File: src/hw/plmac_defines.svh
`ifndef PLMAC_DEFINES_SVH
`define PLMAC_DEFINES_SVH

// ----------------------------------------
// Register addresses
// ----------------------------------------
`define PLMAC_REG_CTRL 5'h00
`define PLMAC_REG_STAT 5'h01
`define PLMAC_REG_ID_HI 5'h02
`define PLMAC_REG_ID_LO 5'h03
`define PLMAC_REG_ADV 5'h04
`define PLMAC_REG_LPA 5'h05
`define PLMAC_REG_EXP 5'h06
`define PLMAC_REG_R16 5'h10
`define PLMAC_REG_CFG17 5'h11
`define PLMAC_REG_R18 5'h12
`define PLMAC_REG_CFG19 5'h13
`define PLMAC_REG_STAT20 5'h14

// ----------------------------------------
// Field positions
// ----------------------------------------
`define PLMAC_CTRL_RESET 15
`define PLMAC_CTRL_SPEED 13
`define PLMAC_CTRL_ANEN 12
`define PLMAC_CTRL_PDN 11
`define PLMAC_CTRL_RESTART 9
`define PLMAC_CTRL_DUPLEX 8
`define PLMAC_STAT_ANCMP 5
`define PLMAC_STAT_LINK 2
`define PLMAC_ADV_LO 5
`define PLMAC_EXP_LP_AN 0
`define PLMAC_C17_DRV 3
`define PLMAC_C19_TXDIS 0
`define PLMAC_C19_FX 2
`define PLMAC_C19_LTDIS 8
`define PLMAC_S20_SPEED 1
`define PLMAC_S20_DUPLEX 0

// ----------------------------------------
// Fixed values and reset values
// ----------------------------------------
`define PLMAC_STAT_FIXED 16'h7809
`define PLMAC_ADV_SELECTOR 16'h0001
`define PLMAC_ADV_ALL 4'hF
`define PLMAC_ID_HI_VAL 16'h0A5A
`define PLMAC_ID_LO_VAL 16'h5A50

// ----------------------------------------
// Timing
// ----------------------------------------
`define PLMAC_CLK_MHZ 200
`define PLMAC_LINK_PULSE_US 16

`endif

File: src/hw/plmac_pkg.sv
`default_nettype none

package plmac_pkg;

    // Four-level strap code: 0 highest voltage .. 3 lowest
    typedef logic [1:0] plmac_level_type;

    typedef enum logic [2:0] {
        AN_OFF,
        AN_DETECT,
        AN_LINKED_PAGE,
        AN_LINKED_PAR
    } plmac_an_state_type;

    typedef struct packed {
        plmac_level_type speed_advertise_strap;
        plmac_level_type autoneg_enable_strap;
        logic speed_config_input;
        logic full_duplex_strap;
        logic management_disable_input;
        logic forced_speed_input;
    } plmac_pins_type;

    typedef struct packed {
        logic flp_page_valid;
        logic [15:0] partner_page;
        logic link_pulse_seen;
        logic idle_seen;
        logic copper_signal_ok;
        logic fx_symbol_ok;
        logic fx_invalid;
    } plmac_line_in_type;

    typedef struct packed {
        logic tp_out_en;
        logic tp_bias_en;
        logic fx_out_en;
        logic scramble_en;
        logic mlt3_en;
        logic manchester_en;
        logic nrzi_en;
        logic link_pulse_tx;
        logic mii_speed_100;
        logic full_duplex;
        logic link_up;
        logic mii_drive_reduced;
    } plmac_line_out_type;

endpackage

`default_nettype wire

File: src/hw/plmac_core.sv
`default_nettype none
`include "plmac_defines.svh"

// Function
// RULE_01: Extreme strap, config low: advertise everything
// RULE_02: Extreme strap, config high: 10 Mbps only
// RULE_03: Middle strap, config low: 100 Mbps only
// RULE_04: Middle strap, config high: both speeds
// RULE_05: Power-up negotiation with parallel detection
// RULE_06: Non-negotiating partner: speed from pulses/idles
// RULE_07: Parallel detect gives half duplex, writable
// RULE_08: MAC side speed follows resolved line
// RULE_09: Registers 0-6 and 16-20, sixteen bits
// RULE_10: Copper 100: scrambled MLT-3, continuous idles
// RULE_11: Copper 10: Manchester, periodic link pulses
// RULE_12: Copper off in power-down, fiber, disconnect
// RULE_13: Fiber: NRZI, no scrambling, no MLT-3
// RULE_14: Fiber forced 100 only, no negotiation
// RULE_15: Fiber invalid conditions take link down
// RULE_16: Fiber off in power-down or copper; low
// RULE_17: Bit 17.3 picks MAC driver strength
// RULE_18: Fixed copper speed and duplex supported
// RULE_19: With negotiation, config input shapes advertisement
// RULE_20: Management-disable high: inputs control continuously
// RULE_21: Strap advertisement stays writable by software
module plmac_core
    import plmac_pkg::*;
#(
    parameter logic [15:0] ID_HI = `PLMAC_ID_HI_VAL, // Arbitrary value
    parameter logic [15:0] ID_LO = `PLMAC_ID_LO_VAL, // Arbitrary value
    parameter int LINK_PULSE_CYCLES = `PLMAC_LINK_PULSE_US * `PLMAC_CLK_MHZ
) (
    input wire logic sys_clk, // 200 MHz clock
    input wire logic rstn, // Async reset, active low
    input wire plmac_pins_type pins, // Strap and control pins
    input wire plmac_line_in_type line_in, // Line receiver status
    input wire logic [4:0] reg_addr, // Register address
    input wire logic [15:0] reg_wdata, // Write data
    input wire logic reg_we, // Write strobe
    input wire logic reg_re, // Read strobe
    output logic [15:0] reg_rdata, // Read data, cycle after strobe
    output plmac_line_out_type line_out // Line and MAC side controls
);

    // ----------------------------------------
    // State
    // ----------------------------------------
    typedef struct packed {
        plmac_pins_type pins_meta;
        plmac_pins_type pins_sync;
        logic loaded;
        logic [1:0] load_wait;
        logic ctrl_speed;
        logic ctrl_anen;
        logic ctrl_pdn;
        logic ctrl_restart;
        logic ctrl_duplex;
        logic [3:0] adv;
        logic [15:0] lpa;
        logic lp_an_able;
        logic drv_reduced;
        logic c19_txdis;
        logic c19_fx;
        logic c19_ltdis;
        plmac_an_state_type an_state;
        logic res_speed;
        logic res_duplex;
        logic [31:0] pulse_cnt;
        logic [15:0] rdata;
        plmac_line_out_type out;
    } plmac_state_type;

    plmac_state_type r;
    plmac_state_type next_r;

    logic extreme;
    logic an_strap;
    logic [3:0] strap_adv;
    logic [3:0] common;
    logic copper_en;
    logic fiber_en;
    logic an_active;
    logic op_speed;
    logic op_duplex;
    logic op_link;

    // ----------------------------------------
    // Strap decode
    // ----------------------------------------
    always_comb begin
        extreme = (r.pins_sync.speed_advertise_strap == 2'h0) ||
                  (r.pins_sync.speed_advertise_strap == 2'h3);
        an_strap = (r.pins_sync.autoneg_enable_strap == 2'h1) ||
                   (r.pins_sync.autoneg_enable_strap == 2'h2);
        // Order {100FD, 100HD, 10FD, 10HD} = bits 4.8..4.5
        if (!an_strap) begin
            strap_adv = `PLMAC_ADV_ALL;
        end else if (extreme && !r.pins_sync.speed_config_input) begin
            strap_adv = `PLMAC_ADV_ALL; // RULE_01
        end else if (extreme) begin
            strap_adv = {2'b00, r.pins_sync.full_duplex_strap, 1'b1}; // RULE_02
        end else if (!r.pins_sync.speed_config_input) begin
            strap_adv = {r.pins_sync.full_duplex_strap, 1'b1, 2'b00}; // RULE_03
        end else begin
            strap_adv = {r.pins_sync.full_duplex_strap, 1'b1,
                         r.pins_sync.full_duplex_strap, 1'b1}; // RULE_04 RULE_19
        end
    end

    // ----------------------------------------
    // Mode selection
    // ----------------------------------------
    always_comb begin
        copper_en = !r.ctrl_pdn && !r.c19_fx && !r.c19_txdis; // RULE_12
        fiber_en = !r.ctrl_pdn && r.c19_fx; // RULE_16
        an_active = r.ctrl_anen && !r.c19_fx && !r.ctrl_pdn; // RULE_14
        common = r.adv & {r.lpa[8], r.lpa[7], r.lpa[6], r.lpa[5]};
        if (r.c19_fx) begin
            op_speed = 1'b1; // RULE_14
            op_duplex = r.ctrl_duplex;
            op_link = fiber_en && line_in.fx_symbol_ok && !line_in.fx_invalid; // RULE_15
        end else if (an_active) begin
            op_speed = r.res_speed;
            op_duplex = (r.an_state == AN_LINKED_PAR) ? r.ctrl_duplex : r.res_duplex;
            op_link = (r.an_state == AN_LINKED_PAGE) || (r.an_state == AN_LINKED_PAR);
        end else begin
            op_speed = r.ctrl_speed; // RULE_18
            op_duplex = r.ctrl_duplex;
            op_link = copper_en && line_in.copper_signal_ok;
        end
    end

    // ----------------------------------------
    // Next state
    // ----------------------------------------
    always_comb begin
        next_r = r;
        next_r.pins_meta = pins;
        next_r.pins_sync = r.pins_meta;
        next_r.ctrl_restart = 1'b0;
        next_r.out.link_pulse_tx = 1'b0;

        // Straps load once after reset or soft reset, a cycle after sync settles
        next_r.load_wait = {r.load_wait[0], 1'b1};
        if (!r.loaded && r.load_wait[1]) begin
            next_r.loaded = 1'b1;
            next_r.ctrl_anen = an_strap;
            next_r.ctrl_speed = r.pins_sync.forced_speed_input;
            next_r.ctrl_duplex = r.pins_sync.full_duplex_strap;
            next_r.ctrl_pdn = 1'b0;
            next_r.adv = strap_adv;
            next_r.drv_reduced = 1'b0;
            next_r.c19_txdis = 1'b0;
            next_r.c19_fx = !an_strap && !extreme;
            next_r.c19_ltdis = !an_strap && r.pins_sync.speed_config_input;
            next_r.an_state = AN_OFF;
        end

        // Register writes
        if (r.loaded && reg_we) begin
            case (reg_addr)
                `PLMAC_REG_CTRL: begin
                    next_r.loaded = !reg_wdata[`PLMAC_CTRL_RESET];
                    next_r.ctrl_speed = reg_wdata[`PLMAC_CTRL_SPEED];
                    next_r.ctrl_anen = reg_wdata[`PLMAC_CTRL_ANEN];
                    next_r.ctrl_pdn = reg_wdata[`PLMAC_CTRL_PDN];
                    next_r.ctrl_restart = reg_wdata[`PLMAC_CTRL_RESTART];
                    next_r.ctrl_duplex = reg_wdata[`PLMAC_CTRL_DUPLEX]; // RULE_07
                end
                `PLMAC_REG_ADV: begin
                    next_r.adv = reg_wdata[`PLMAC_ADV_LO +: 4]; // RULE_21
                end
                `PLMAC_REG_CFG17: begin
                    next_r.drv_reduced = reg_wdata[`PLMAC_C17_DRV];
                end
                `PLMAC_REG_CFG19: begin
                    next_r.c19_txdis = reg_wdata[`PLMAC_C19_TXDIS];
                    next_r.c19_fx = reg_wdata[`PLMAC_C19_FX];
                    next_r.c19_ltdis = reg_wdata[`PLMAC_C19_LTDIS];
                end
                default: begin
                end
            endcase
        end

        // Hardware control overrides software while management is disabled
        if (r.loaded && r.pins_sync.management_disable_input) begin
            next_r.adv = strap_adv; // RULE_20
            next_r.ctrl_duplex = r.pins_sync.full_duplex_strap;
            next_r.ctrl_speed = r.pins_sync.forced_speed_input;
            if (!r.ctrl_anen) begin
                next_r.c19_ltdis = r.pins_sync.speed_config_input;
            end
        end

        // Negotiation and parallel detection
        case (r.an_state)
            AN_OFF: begin
                if (r.loaded && an_active) begin
                    next_r.an_state = AN_DETECT; // RULE_05
                end
            end
            AN_DETECT: begin
                if (line_in.flp_page_valid) begin
                    next_r.lpa = line_in.partner_page;
                    next_r.lp_an_able = 1'b1;
                    next_r.an_state = AN_LINKED_PAGE; // RULE_05
                end else if (line_in.idle_seen) begin
                    next_r.res_speed = 1'b1; // RULE_06
                    next_r.ctrl_duplex = 1'b0; // RULE_07
                    next_r.lp_an_able = 1'b0;
                    next_r.an_state = AN_LINKED_PAR;
                end else if (line_in.link_pulse_seen) begin
                    next_r.res_speed = 1'b0; // RULE_06
                    next_r.ctrl_duplex = 1'b0; // RULE_07
                    next_r.lp_an_able = 1'b0;
                    next_r.an_state = AN_LINKED_PAR;
                end
            end
            AN_LINKED_PAGE: begin
                // Highest common ability wins
                next_r.res_speed = common[3] || common[2];
                next_r.res_duplex = common[3] || (!common[2] && common[1]);
                if (common == 4'h0 || !line_in.copper_signal_ok) begin
                    next_r.an_state = AN_DETECT;
                end
            end
            AN_LINKED_PAR: begin
                if (!line_in.copper_signal_ok) begin
                    next_r.an_state = AN_DETECT;
                end
            end
            default: begin
                next_r.an_state = AN_OFF;
            end
        endcase
        if (r.loaded && (!an_active || r.ctrl_restart)) begin
            next_r.an_state = an_active ? AN_DETECT : AN_OFF;
        end

        // Link pulse timer for copper 10 Mbps
        if (copper_en && !op_speed && !r.c19_ltdis) begin
            if (r.pulse_cnt >= 32'(LINK_PULSE_CYCLES - 1)) begin
                next_r.pulse_cnt = 32'h0000_0000;
                next_r.out.link_pulse_tx = 1'b1; // RULE_11
            end else begin
                next_r.pulse_cnt = r.pulse_cnt + 32'h0000_0001;
            end
        end else begin
            next_r.pulse_cnt = 32'h0000_0000;
        end

        // Line and MAC side controls
        next_r.out.tp_out_en = copper_en; // RULE_12
        next_r.out.tp_bias_en = copper_en;
        next_r.out.fx_out_en = fiber_en; // RULE_16
        next_r.out.scramble_en = copper_en && op_speed; // RULE_10
        next_r.out.mlt3_en = copper_en && op_speed;
        next_r.out.manchester_en = copper_en && !op_speed; // RULE_11
        next_r.out.nrzi_en = fiber_en; // RULE_13
        next_r.out.mii_speed_100 = op_speed; // RULE_08
        next_r.out.full_duplex = op_duplex;
        next_r.out.link_up = op_link; // RULE_15
        next_r.out.mii_drive_reduced = r.drv_reduced; // RULE_17

        // Register reads, data valid the following cycle
        if (reg_re) begin
            case (reg_addr) // RULE_09
                `PLMAC_REG_CTRL: begin
                    next_r.rdata = 16'h0000;
                    next_r.rdata[`PLMAC_CTRL_SPEED] = r.ctrl_speed;
                    next_r.rdata[`PLMAC_CTRL_ANEN] = r.ctrl_anen;
                    next_r.rdata[`PLMAC_CTRL_PDN] = r.ctrl_pdn;
                    next_r.rdata[`PLMAC_CTRL_RESTART] = r.ctrl_restart;
                    next_r.rdata[`PLMAC_CTRL_DUPLEX] = r.ctrl_duplex;
                end
                `PLMAC_REG_STAT: begin
                    next_r.rdata = `PLMAC_STAT_FIXED;
                    next_r.rdata[`PLMAC_STAT_LINK] = r.out.link_up;
                    next_r.rdata[`PLMAC_STAT_ANCMP] = (r.an_state == AN_LINKED_PAGE) ||
                                                      (r.an_state == AN_LINKED_PAR);
                end
                `PLMAC_REG_ID_HI: next_r.rdata = ID_HI;
                `PLMAC_REG_ID_LO: next_r.rdata = ID_LO;
                `PLMAC_REG_ADV: next_r.rdata = {7'h00, r.adv, 5'h00} | `PLMAC_ADV_SELECTOR;
                `PLMAC_REG_LPA: next_r.rdata = r.lpa;
                `PLMAC_REG_EXP: next_r.rdata = {15'h0000, r.lp_an_able};
                `PLMAC_REG_CFG17: next_r.rdata = {12'h000, r.drv_reduced, 3'h0};
                `PLMAC_REG_CFG19: begin
                    next_r.rdata = 16'h0000;
                    next_r.rdata[`PLMAC_C19_TXDIS] = r.c19_txdis;
                    next_r.rdata[`PLMAC_C19_FX] = r.c19_fx;
                    next_r.rdata[`PLMAC_C19_LTDIS] = r.c19_ltdis;
                end
                `PLMAC_REG_STAT20: begin
                    next_r.rdata = 16'h0000;
                    next_r.rdata[`PLMAC_S20_SPEED] = r.out.mii_speed_100;
                    next_r.rdata[`PLMAC_S20_DUPLEX] = r.out.full_duplex;
                end
                default: next_r.rdata = 16'h0000;
            endcase
        end else begin
            next_r.rdata = 16'h0000;
        end
    end

    // ----------------------------------------
    // Registers
    // ----------------------------------------
    always_ff @(posedge sys_clk or negedge rstn) begin
        if (!rstn) begin
            r <= '0;
        end else begin
            r <= next_r;
        end
    end

    assign reg_rdata = r.rdata;
    assign line_out = r.out;

endmodule

`default_nettype wire

File: config.mk
export PLATFORM = sky130hd
export DESIGN_NAME = plmac_core
export DESIGN_NICKNAME = d
export VERILOG_FILES = /design/src/hw/plmac_pkg.sv /design/src/hw/plmac_core.sv
export VERILOG_INCLUDE_DIRS = /design/src /design/src/hw
export SDC_FILE = /design/constraint.sdc
export NUM_CORES = 1
export LEC_CHECK = 0
export ABC_AREA = 1
export BUFFER_PORTS_ARGS = -buffer_cell sky130_fd_sc_hd__buf_4
export CELL_PAD_IN_SITES_DETAIL_PLACEMENT = 0
export CELL_PAD_IN_SITES_GLOBAL_PLACEMENT = 2
export CORE_MARGIN = 3
export CORE_UTILIZATION = 34
export DETAILED_ROUTE_END_ITERATION = 8
export PLACE_DENSITY = 0.78
export SLEW_MARGIN = 20
export SYNTH_ARGS = -nofsm -noshare
export SYNTH_HDL_FRONTEND = slang
export SYNTH_SLANG_ARGS = --single-unit
File: constraint.sdc
create_clock -name sys_clk -period 1.8 [get_ports sys_clk]
set_clock_uncertainty 0.15 [all_clocks]
set_input_delay 0.27 -clock sys_clk [delete_from_list [all_inputs] [get_ports sys_clk]]
set_output_delay 0.27 -clock sys_clk [all_outputs]
set_load 0.01 [all_outputs]
Word level (Yosys, flattened, before mapping)

Index checks and enable logic that the tools add are counted.

Register bits: 111
Memories kept: 0
Memory bits (read-only): 0
Memory bits (writable): 0
Output and inout bits: 28
Bits in latches: 0
Logic and storage cells: 161

Divide/modulo/power cells: 0
Muxes and demuxes: 51
Add/subtract/negate cells: 1
Bitwise logic cells: 1
Reduce and logical (&&, ||, !) cells: 50
Shifts and indexed selects: 0
Multipliers: 0
Eq/ne operators: 17
Magnitude comparators: 1

Operator list:

| kind                                                  | count |
|---|---|
| case mux 16 bit (10 select lines)                     | 1 |
| 2-to-1 mux 32 bit                                     | 2 |
| adder 32 x 1 -> 32 bit, second input constant         | 1 |
| >= comparator 32 x 12 -> 1 bit, second input constant | 1 |
| 2-to-1 mux 4 bit                                      | 7 |
| 2-to-1 mux 1 bit                                      | 25 |
| 2-to-1 mux 3 bit                                      | 7 |
| logical AND 1 bit                                     | 20 |
| 2-to-1 mux 16 bit                                     | 1 |
| equality test 5 x 3 -> 1 bit, second input constant   | 3 |
| equality test 5 bit, second input constant            | 3 |
| 2-to-1 mux 5 bit                                      | 3 |
| logical NOT 1 bit                                     | 14 |
| case mux 3 bit (4 select lines)                       | 1 |
| equality test 5 x 2 -> 1 bit, second input constant   | 2 |
| 2-to-1 mux 9 bit                                      | 1 |
| logical OR 1 bit                                      | 7 |
| 2-to-1 mux 7 bit                                      | 1 |
| equality test 3 x 2 -> 1 bit, second input constant   | 2 |
| equality test 5 x 1 -> 1 bit, second input constant   | 1 |
| logical NOT 5 bit                                     | 1 |
| AND 4 bit                                             | 1 |
| equality test 2 bit, second input constant            | 2 |
| logical NOT 4 bit                                     | 1 |
| other kinds (12)                                      | 13 |

Depth between registers and ports, before layout

Gate-level depths: netlist (run 1).

Depth in word-level cells: 13
Mapped depth: 10
Mapped depth without buffers: 9

Worst setup path before layout (run 1)

No wires, ideal clock.

Path type: flip-flop to flip-flop
Start point: register r[28] in the netlist's numbering
End point: register r[36] in the netlist's numbering
Arrival time: 1.286 ns
Period minus slack after synthesis: 1.557 ns
Library setup time: 0.120 ns
Required time: 1.530 ns
Buffers on the path: 1
Slack: 0.243 ns
Cell stages (with the launch flop): 10
Path through: dfrtp_1 ha_1 nand2_1 nor2_1 nand2_1 a21oi_1 nor2_1 nand2_2 buf_6 nor2_2

RTL lines:

| item                     | RTL line          | source |
|---|---|---|
| start: declaration       | plmac_core.sv:73  | `plmac_state_type r;` |
| start signal: assignment | plmac_core.sv:314 | `r <= next_r;` |

==> impl.org, run 1 <==
** Status
- The flow ran to the end, and the final reports show no timing, DRC or antenna violations.

** STA
- Time the final worst path needs with I/O delays and setup :: 1.598 ns
- The final critical path takes up 88.78% of the cycle.
- Achievable Freq :: 625.8 MHz
- Final Max Slew Viols :: 0
- Setup repair after global routing left no endpoint under its margin.
- The final-report hold violation count is 0.
- Total Negative Setup Slacks :: 0 ns
- Number of setup violations in the final report :: 0

** Clock tree
- CTS tree :: built
- Maximum level of the CTS H-tree :: 3
- The tree built by TritonCTS fans out to 111 sinks.
- Bufs on Longest Clock Path :: 2
- Clock tree synthesis inserted a total of 9 buffers.
- Clock insertion delay at the later pin of the skew report :: 0.36 ns
- Clock-pin slew was measured on the worst setup and hold paths at 0.07 ns.
- In this run the clock root is driven by a sky130_fd_sc_hd__clkbuf_16.

** Setup path
- Worst-path cell with the longest stage delay :: sky130_fd_sc_hd__dfrtp_1
- In this run the critical register-to-register path is captured at r[29].
- WP data arrival :: 1.69 ns
- Counting both buffers and inverters, the worst setup path holds a total of 1.
- For the worst setup path, the data required time is 1.89 ns.
- RR Startpoint :: r[28]
- Walking the worst path, the cells encountered are ha_1 > nand2_1 > nor2_2 > nand2_1 > a21oi_1 > nor2_1 > nand2_2 > buf_12 > nor2_1.
- Register-to-Register Path Depth :: 9
- Startpoint-to-endpoint class of the critical path :: reg2reg
- Top cell family by delay on the critical path :: simple AND/OR/NAND/NOR gates
- R2R setup slack :: 0.20 ns
- STA classifies the critical path startpoint as a register.
- On the worst path, the slowest cell contributes a delay of 0.38 ns.
- Max FO, Critical Path :: 12
- The worst setup path is captured at a register.

** Min path
- Origin of the worst min-delay path :: line_in[18]
- Type of the tightest min-delay check :: in2reg
- The worst hold path passes through 2 cells.
- The worst hold path terminates at r[83].

** Power
- Combinational cells account for 14.7% of the total power.
- Pleak :: 3.057 nW
- IR analysis of the VDD net gives a maximum drop of 0.4713 mV.
- Of the total power, the clock network draws 34.3%.
- Switching share of power :: 26.30%
- The internal portion of the total power is 4.341 mW.
- Power spread over the standard cell area amounts to 954.2 nW/um2.
- For this design the total switching power over the nets is 1.549 mW.
- Sequential cells account for 50.9% of the total power.

** Cells and area
- Of the cells placed in the final design, the portion with a size suffix greater than 1 is 23.25%.
- From synthesis to final layout, the design area changed by 27.63%.
- Filler Cell Count :: 1351
- Final core area utilization :: 45.53%
- Top library cells by usage in the layout, fill and taps aside :: sky130_fd_sc_hd__nand2_1, sky130_fd_sc_hd__dfrtp_1, sky130_fd_sc_hd__buf_4
- The net count of the finished layout is 679.
- The library cell used most frequently in the layout, excluding fill and tap cells, is sky130_fd_sc_hd__nand2_1.
- Ant diodes :: 0

** GRT
- Global routing used 14.93% of the available tracks across all layers.
- The initial antenna violation count was 0.
- Global routing finished with a remaining overflow of 0.
- The first global-routing pass estimated 18480 um of wire.
- Vias in the first global route :: 3649
- Entering global routing, the biggest net connects 48 pins.

** Floorplan
- Count of pins on the block boundary :: 83
- For this configuration, the core starts out at a cell density of 35.68%.
- After floorplanning, the core was divided into 42 placement rows.
- Horiz. Die Dim :: 125.3 um
- Die outline area :: 15690 um2
- Die height :: 125.3 um
- The total area inside the core boundary comes to 13560 um2.

** Logic synthesis
- The synthesized netlist contains 34 unique library cells.
- In the synthesized netlist, the number of instances is 509.
- Total standard cell area after synthesis :: 4837 um2
- For this run, the register share of the synthesized area comes to 57.42%.
- Number of synthesis warnings :: 0
- In this run, synthesis produced a sequential element count of 111.
- Averaged over all synthesized cells, the footprint is 9.503 um2.

** Placed design
- Count of input and output buffers :: 78
- Gp weighted congestion :: 0.8037
- DP Wirelength :: 8278 um

** Flow run
- Across the run, the number of max-cap violations was 0.

** Drt
- Routed via count :: 3538
- DRC :: 0
- In the routed layout, each cell is associated on average with a via count of 4.400.
- After the first detailed-routing iteration, the DRC count stood at 147.
- Iteration count of the initial detailed-routing pass :: 5
- Final WL :: 11070 um
- Average wire per standard cell :: 13.77 um
- Remaining antenna violation count :: 0
[cell families after synthesis]
group / after synthesis / synth area share, %
muxes: 16 / 3.725
xor gates and xnor gates: 10 / 1.811
AOI/OAI and AO/OA: 47 / 5.949
and+or+nand+nor: 242 / 21.81
buffers and inverters: 80 / 8.872
other: 2 / 0.1553
adders and majority gates: 1 / 0.2586
DFF: 111 / 57.42
[power groups by stage]
stage / registers, mW / clock network [mW] / logic (mW)
2_1_floorplan: 2.97 / 0 / 0.556
3_3_place_gp: 3.05 / 0 / 0.825
3_5_place_dp: 3.06 / 0 / 0.839
4_1_cts: 3.01 / 2.09 / 0.886
5_1_grt: 3.04 / 2.18 / 0.983
6_report: 3.00 / 2.02 / 0.867
[layer usage]
layer	global-route usage [%]	vias to the layer above	part of all wire, %
met4	6.569	0	2.1
met3	3.156	13	4.3
li1	-	1796	-
met1	20.10	1653	48
met5	0	-	0
met2	23.38	76	46
[timing repair]
| action | in CTS | in global routing |
|---|---|---|
| hold buffers | 26 | 0 |
| setup endpoints to repair | 0 | 13 |
| hold endpoints to repair | 51 | 0 |
| setup buffers | 0 | 0 |
| gates resized for setup | 0 | 2 |
[through the flow]
stage | instance area (um2) | instances | setup WS (ns) | power (mW) | hold slack, ns
2_1_floorplan | 4912 | 529 | 0.2433 | 3.524 | -0.1756
3_3_place_gp | 5609 | 762 | 0.1649 | 3.875 | 0.07156
3_5_place_dp | 5609 | 762 | 0.1364 | 3.895 | 0.07339
4_1_cts | 6171 | 804 | 0.1333 | 5.987 | 0.003305
5_1_grt | 6173 | 804 | 0.01966 | 6.211 | 0.005407
6_report | 6173 | 804 | 0.2020 | 5.891 | 0.01259
[worst max-delay path by stage]
stage / from / end / slack, ns / cells after the start
after detailed placement: reg_addr[4] / r[94] / 0.14 / 7
final: r[28] / r[29] / 0.20 / 9
after CTS: r[28] / r[35] / 0.13 / 9
after global routing: r[28] / r[30] / 0.02 / 9
after floorplan: r[28] / r[36] / 0.24 / 9
after global placement: reg_addr[4] / r[94] / 0.16 / 7
[area by class of cell]
| type | count | area [um2] | area share (%) |
|---|---|---|---|
| Timing Repair Buffer | 117 | 993.5 | 16.09 |
| Multi-Input combinational cell | 338 | 1708 | 27.67 |
| Clock buffer | 12 | 246.5 | 3.993 |
| Tap cell | 176 | 220.2 | 3.567 |
| Clock inverter | 4 | 55.05 | 0.8918 |
| Sequential cell | 111 | 2778 | 44.99 |
| Inverter | 46 | 172.7 | 2.797 |
[flip-flops by register name, summed over array words and instances (netlist names)]
register   cells
reg_rdata     16
r             76
next_r        10
line_out       9
[cell usage after synthesis (all sizes together)]
library cell  instances  area share (%)
clkbuf                1           0.078
o211ai                3            0.47
nor2                 67             6.3
a21oi                12             1.2
xnor2                 3            0.54
mux2                 16             3.7
o21bai                3            0.47
buf                  33             5.2
nand2               132              10
o221ai                1            0.18
a31oi                 4            0.83
conb                  2            0.16
ha                    1            0.26
nand3                36             4.0
a21boi                2            0.31
nand4                 2            0.26
xor2                  7             1.3
nor3                  4            0.65
o22ai                 1            0.13
nor4                  1            0.13
o31ai                 3            0.47
dfrtp               111              57
inv                  46             3.6
o21ai                18             1.9
[worst reg2reg max path: stages (launching register included)]
cell and delay (ns):
sky130_fd_sc_hd__dfrtp_1 0.38, sky130_fd_sc_hd__ha_1 0.19, sky130_fd_sc_hd__nand2_1 0.07, sky130_fd_sc_hd__nor2_2 0.11
sky130_fd_sc_hd__nand2_1 0.07, sky130_fd_sc_hd__a21oi_1 0.15, sky130_fd_sc_hd__nor2_1 0.09, sky130_fd_sc_hd__nand2_2 0.08
sky130_fd_sc_hd__buf_12 0.15, sky130_fd_sc_hd__nor2_1 0.05
Power figures use the tool's default switching activity.
==> run 2, diff against run 1 <==
- CORE_MARGIN: 3 -> 10
==> run 2 against run 1 <==
  * Total power increased by 1.0%
  * Sequential power about the same
  * Combinational power increased by 0.7%
  * Core utilization decreased by 1.3 points
  * Critical path type unchanged
  * Clock power increased by 3%
  * Final cell count increased by 0.37%
==> impl.org, run 2 (synthesized netlist as in run 1, its figures left out) <==
** STA
- Achievable Freq :: 602.3 MHz (-3.7%)
- The final-report hold violation count is 0 (unchanged).
- Measured against its own limit, the worst slew margin works out to 60.87%.
- Total Negative Setup Slacks :: 0 ns (unchanged)
- The final count of pins violating max slew was 0 (unchanged).
- RSZ-0062 raised after global routing :: no
- Number of setup violations in the final report :: 0 (unchanged)
- Fraction of the cycle the final worst path needs :: 92.23% (+3.5 points)
- Time the final worst path needs with I/O delays and setup :: 1.660 ns (+0.06217 ns)
- At the pin with the least slew margin, the transition time is 0.5869 ns.
- The worst hold margin is 0.01116 ns (-0.001426 ns).

** Cells and area
- Register containing the most flip-flops in the final layout :: r
- Top library cells by usage in the layout, fill and taps aside :: sky130_fd_sc_hd__nand2_1, sky130_fd_sc_hd__dfrtp_1, sky130_fd_sc_hd__buf_4
- The number of inserted filler cells in the final layout was 1367 (+1.2%).
- Layout-stage area growth over the synthesis result :: 27.29%
- The library cell used most frequently in the layout, excluding fill and tap cells, is sky130_fd_sc_hd__nand2_1.
- The share of cells above drive strength 1 was 23.13% (-0.12 points).
- The diode insertion count for antenna repair was 0 (unchanged).
- The number of nets in the finished design is 678 (-0.15%).
- Number of flip-flops under the largest register name :: 76 (unchanged)

** Power
- The internal power was 4.328 mW (-0.30%).
- The ratio of total power to cell area was 966.3 nW/um2 (+1.3%).
- The clock share of power was 34.9% (+0.6 points).
- Fraction of power consumed by combinational cells :: 14.7% (about the same)
- The switching power is 1.621 mW (+4.7%).
- The sequential power share was 50.4% (-0.5 points).
- The leakage power total was 3.068 nW (+0.36%).
- Switching share of power :: 27.25% (+0.95 points)
- The maximum VDD drop was 0.7033 mV (+49%).

** Drt
- Via density per instance :: 4.363 (-0.85%)
- The routed length per instance was 14.20 um (+3.1%).
- The total number of vias is 3521 (-0.48%).
- Final WL :: 11460 um (+3.5%)
- The number of violations reported at the end of detailed-routing iteration 0 is 220 (+50%).
- The number of nets with antenna violations after routing came to 0 (unchanged).
- The number of iterations in the first detailed-routing pass came to 4 (-1).
- DRC :: 0 (unchanged)

** Placed design
- Gp weighted congestion :: 0.8033 (about the same)
- The number of buffers added on ports came to 78 (unchanged).
- The half-perimeter wire length of the detailed placement result is 8450 um (+2.1%).

** GRT
- Total overflow reported by the global router :: 0 (unchanged)
- Largest net degree at the start of global routing :: 112 (+130%)
- The initial antenna violation count is 0 (unchanged).
- The total track usage was 12.04% (-2.9 points).
- Wire length of the first global-routing pass :: 18750 um (+1.5%)
- The via count of the first global-routing pass is 3691 (+1.2%).

** Clock tree
- Number of buffers created by CTS :: 9 (unchanged)
- TritonCTS built the clock tree.
- Clock tree synthesis selected as its root buffer the cell sky130_fd_sc_hd__clkbuf_16.
- The clock insertion delay at the later pin of the skew report was 0.36 ns (about the same).
- Number of buffers inserted by post-CTS setup repair :: 0 (unchanged)
- Clock edge transition at the registers on the reported setup and hold paths :: 0.07 ns (about the same)
- Maximum level of the CTS H-tree :: 3 (unchanged)
- The TritonCTS sink count is 111 (unchanged).
- Bufs on Longest Clock Path :: 2 (unchanged)

** Setup path
- The required time of the critical path was 1.94 ns (+0.05 ns).
- The maximum fanout count along the critical path came to 12 (unchanged).
- Endpoint class of the critical path :: register
- The critical path is of the reg2reg type.
- Critical Path Source Type :: register
- The arrival time reported for the critical path endpoint was 1.80 ns (+0.11 ns).

** Floorplan
- Die outline area :: 19400 um2 (+24%)
- Effective utilization at floorplan :: 34.71% (-0.96 points)
- The row count is 43 (+2.4%).
- Die height :: 139.3 um (+11%)
- Placeable Area :: 13930 um2 (+2.8%)
- Horiz. Die Dim :: 139.3 um (+11%)
- Count of pins on the block boundary :: 83 (unchanged)

** Status
- Status :: finished clean

** Min path
- The worst hold path belongs to the class in2reg.

** Flow run
- Max cap viols :: 0 (unchanged)
[run 2: worst max-delay path: stages, from the launching register on]
cell and delay [ns]:
sky130_fd_sc_hd__dfrtp_1 0.40, sky130_fd_sc_hd__ha_1 0.24, sky130_fd_sc_hd__nand2_1 0.07, sky130_fd_sc_hd__nor2_1 0.05
sky130_fd_sc_hd__nand2_1 0.06, sky130_fd_sc_hd__a21oi_1 0.07, sky130_fd_sc_hd__nor2_1 0.22, sky130_fd_sc_hd__nand2_4 0.19
sky130_fd_sc_hd__nor2_1 0.13
[run 2: stage by stage]
step | utilization [%] | instance area, um2 | total power, mW | worst slack, ns | instances
after floorplan | - | 4912 | 3.524 | 0.2433 | 529
after global placement | 40.06 | 5582 | 3.883 | 0.08179 | 765
after detailed placement | 40.06 | 5582 | 3.903 | 0.05869 | 765
after CTS | 44.15 | 6152 | 6.058 | 0.05032 | 807
after global routing | 44.19 | 6157 | 6.285 | 0.02953 | 807
final | 44.19 | 6157 | 5.950 | 0.1398 | 807
[run 2: path summary, 6_finish.rpt]
check | from | to | slack (ns) | depth (start not counted)
setup reg to reg | r[28] | r[29] | 0.14 | 8
max in group asynchronous | rstn | r[33] | 0.69 | 3
setup / recovery | r[28] | r[29] | 0.14 | 8
hold / removal | line_in[18] | r[83] | 0.01 | 2
hold reg to reg | next_r[100] | r[100] | 0.20 | 0
min in group asynchronous | rstn | r[64] | 0.37 | 3
[run 2: layout make-up]
class                           instances  area [um2]  share of cell area (%)
Tap cell                              180       225.2                   3.658
Inverter                               46       172.7                   2.804
Clock inverter                          7       85.08                   1.382
Timing Repair Buffer                  116       960.9                   15.61
Multi-Input combinational cell        338        1710                   27.78
Clock buffer                            9       225.2                   3.658
Sequential cell                       111        2778                   45.11
[run 2: power by group through the flow]
stage	Clock, mW	Sequential, mW	Combinational [mW]
final	2.08	3.00	0.873
after global routing	2.26	3.04	0.980
after CTS	2.16	3.01	0.892
after detailed placement	0	3.06	0.844
after global placement	0	3.05	0.831
after floorplan	0	2.97	0.556
[run 2: routing by layer]
metal | global-route usage (%) | part of all wire, % | routed length (um)
met4 | 3.789 | 1.4 | 162
met1 | 15.62 | 46 | 5327
met3 | 4.185 | 6.4 | 736
met2 | 18.37 | 46 | 5232
met5 | 0 | 0 | 0
[run 2: timing repair]
item | 4_1_cts | 5_1_grt
endpoints found under the hold margin | 136 | 0
hold buffers | 26 | 0
resized for setup | 0 | 1
setup endpoints to repair | 0 | 12
==> run 3, diff against run 2 <==
- CORE_MARGIN: 10 -> 3
- RECOVER_POWER: unset -> 25
==> run 3 against run 2 <==
  * First-iteration DRC count down 35%
  * Via count down 0.11%
  * Sequential cell count unchanged
  * Core utilization up 1.2 points
  * Critical path depth down 2
  * Die area down 19%
  * Setup slack better by 0.035 ns
  * Non-clock buffer count up 1
==> impl.org, run 3 (synthesized netlist as in run 1, its figures left out) <==
** Drt
- Top metal layer carrying routed signals :: met4
- DRC :: 0 (unchanged)
- The number of violations reported at the end of detailed-routing iteration 0 was 142 (-35%).
- Post-Route M1 WL :: 5254 um (-1.4%)
- The number of nets with antenna violations after routing came to 0 (unchanged).
- Via density per instance :: 4.374 (+0.26%)
- Routed via count :: 3517 (-0.11%)
- Wire length on met3 :: 484 um (-34%)
- The wire length after detailed routing was 11050 um (-3.6%).
- The number of iterations in the first detailed-routing pass was 4 (unchanged).
- Average wire per standard cell :: 13.74 um (-3.2%)
- The detailed route wirelength on metal2 was 5036 um (-3.7%).

** GRT
- Initial antenna violation count :: 0 (unchanged)
- Wire length of the first global-routing pass :: 18480 um (-1.4%)
- The largest net degree at the start of global routing is 48 (-57%).
- The total congestion overflow after global routing came to 0 (unchanged).
- The total track usage was 14.93% (+2.9 points).
- Vias in the first global route :: 3649 (-1.1%)

** Cells and area
- The post-route cell area came to 6160 um2 (about the same).
- Layout-stage area growth over the synthesis result :: 27.34% (about the same)
- Net count reported at finish :: 679 (+0.15%)
- The number of inserted filler cells in the final layout came to 1351 (-1.2%).
- The share of cells above drive strength 1 is 23.09% (-0.037 points).
- Number of flip-flops under the largest register name :: 76 (unchanged)
- The diode insertion count for antenna repair was 0 (unchanged).
- Most frequent standard cell in the layout excluding fill and tap cells :: sky130_fd_sc_hd__nand2_1
- The register with the most flip-flops in the final layout is r.
- The top cell types in the final layout, fill and taps aside, are sky130_fd_sc_hd__nand2_1, sky130_fd_sc_hd__dfrtp_1, sky130_fd_sc_hd__buf_4.

** Floorplan
- The area of the die is 15690 um2 (-19%).
- Die height :: 125.3 um (-10%)
- The floorplan core area is 13560 um2 (-2.7%).
- The row count came to 42 (-2.3%).
- The initial standard-cell utilization of the core is 35.68% (+0.96 points).
- Horiz. Die Dim :: 125.3 um (-10%)
- The count of boundary I/O pins came to 83 (unchanged).

** Setup path
- Buffers plus inverters on the worst setup path :: 1 (+1)
- Max FO, Critical Path :: 12 (unchanged)
- R2R setup slack :: 0.18 ns (+0.04 ns)
- Critical path cell sequence :: nor3_1 > nand3_2 > nor2_2 > nand2_2 > buf_12 > nor2_1
- Startpoint-to-endpoint class of the critical path :: reg2reg
- Worst-path cell with the longest stage delay :: sky130_fd_sc_hd__dfrtp_1
- The kind of cell with the highest combined delay along the critical path is simple AND/OR/NAND/NOR gates.
- STA classifies the critical path startpoint as a register.
- WP data arrival :: 1.76 ns (-0.04 ns)
- The delay contributed by the slowest stage of the critical path came to 0.45 ns (+0.05 ns).
- The worst setup path is captured at a register.
- The required time of the critical path came to 1.93 ns (about the same).

** Min path
- The min-delay analysis places its worst path in the category in2reg.

** Power
- Switching power :: 1.542 mW (-4.9%)
- Switching share of power :: 26.24% (-1.0 points)
- Post-route total power :: 5.876 mW (-1.2%)
- The sequential power share came to 51.0% (+0.6 points).
- Worst VDD drop :: 0.4696 mV (-33%)
- Fraction of power consumed by combinational cells :: 14.6% (about the same)
- Pleak :: 3.052 nW (-0.53%)
- Cell Int Power :: 4.334 mW (+0.13%)
- Clock network power share :: 34.4% (-0.5 points)
- The ratio of total power to cell area is 953.9 nW/um2 (-1.3%).

** Clock tree
- The number of H-tree levels came to 3 (unchanged).
- CTS tree :: built
- The post-CTS clock slew at the launch and capture registers of the worst setup and hold paths came to 0.07 ns (about the same).
- Number of buffers created by CTS :: 9 (unchanged)
- Bufs on Longest Clock Path :: 2 (unchanged)
- Clock insertion delay at the later pin of the skew report :: 0.36 ns (about the same)
- Library cell used as clock root buffer :: sky130_fd_sc_hd__clkbuf_16
- The buffers inserted during post-CTS setup optimization is 0 (unchanged).
- Num Clock Sinks :: 111 (unchanged)

** STA
- The setup TNS after final layout was 0 ns (unchanged).
- The maximum clock rate came to 615.4 MHz (+2.2%).
- The clock period minus worst slack was 1.625 ns (-0.03530 ns).
- The ratio of final minimum period to clock period was 90.27% (-2.0 points).
- The final setup violation count was 0 (unchanged).
- RSZ-0062 raised after global routing :: no
- The final-report hold violation count came to 0 (unchanged).
- The final count of pins violating max slew came to 0 (unchanged).
- The worst slew slack as a fraction of its limit is 50.98% (-9.9 points).
- Slew at the pin with the worst max-slew slack :: 0.7354 ns (+0.1484 ns)

** Placed design
- The placed standard-cell area came to 5609 um2 (+0.49%).
- Count of input and output buffers :: 78 (unchanged)
- DP Wirelength :: 8278 um (-2.0%)
- Gp weighted congestion :: 0.8037 (about the same)

** Status
- The flow ran to the end, and the final reports show no timing, DRC or antenna violations.

** Flow run
- The number of max-capacitance violations reported came to 0 (unchanged).
==> run 3: metrics by stage <==
stage                     instances  util, %  setup slack (ns)  hold slack [ns]
after floorplan                 529        -            0.2433          -0.1756
after global placement          762    41.37            0.1649          0.07156
after detailed placement        762    41.37            0.1364          0.07339
after CTS                       804    45.52            0.1333         0.003305
after global routing            804    45.43           0.01942         0.005407
final                           804    45.43            0.1751          0.01287
==> run 3: worst paths after layout <==
kind / start / end / cells after the start
worst min register to register: next_r[98] / r[98] / 0
min in group asynchronous: rstn / r[47] / 2
worst max register to register: r[66] / r[29] / 6
worst min-delay path: line_in[18] / r[83] / 2
worst max-delay path: r[66] / r[29] / 6
max in group asynchronous: rstn / r[74] / 3
==> run 3: power by group through the flow <==
stage          Sequential (mW)  Clock, mW  Combinational (mW)
5_1_grt                   3.03       2.18               0.976
6_report                  2.99       2.02               0.860
4_1_cts                   3.01       2.09               0.886
3_3_place_gp              3.05          0               0.825
3_5_place_dp              3.06          0               0.839
2_1_floorplan             2.97          0               0.556
==> run 3: metal layers <==
layer  up-vias  GRT usage [%]
met5         -              0
met4         0          6.569
met3        16          3.156
met2        77          23.38
met1      1631          20.10
li1       1793              -
==> run 3: layout make-up <==
cell class	count	area (um2)	share of cell area [%]
Tap cell	176	220.2	3.575
Inverter	46	172.7	2.803
Clock buffer	12	246.5	4.002
Sequential cell	111	2778	45.09
Clock inverter	4	55.05	0.8938
Multi-Input combinational cell	338	1697	27.54
Timing Repair Buffer	117	991.0	16.09
==> run 3: worst reg2reg max path: stages (launching register included) <==
cell and delay, ns:
sky130_fd_sc_hd__dfrtp_1 0.45, sky130_fd_sc_hd__nor3_1 0.36, sky130_fd_sc_hd__nand3_2 0.17, sky130_fd_sc_hd__nor2_2 0.12, sky130_fd_sc_hd__nand2_2 0.07, sky130_fd_sc_hd__buf_12 0.16
sky130_fd_sc_hd__nor2_1 0.09
==> run 3: timing repair <==
action | 4_1_cts | 5_1_grt
gates resized for setup | 0 | 2
endpoints found under the hold margin | 51 | 0
endpoints found under the setup margin | 0 | 13
hold buffers | 26 | 0
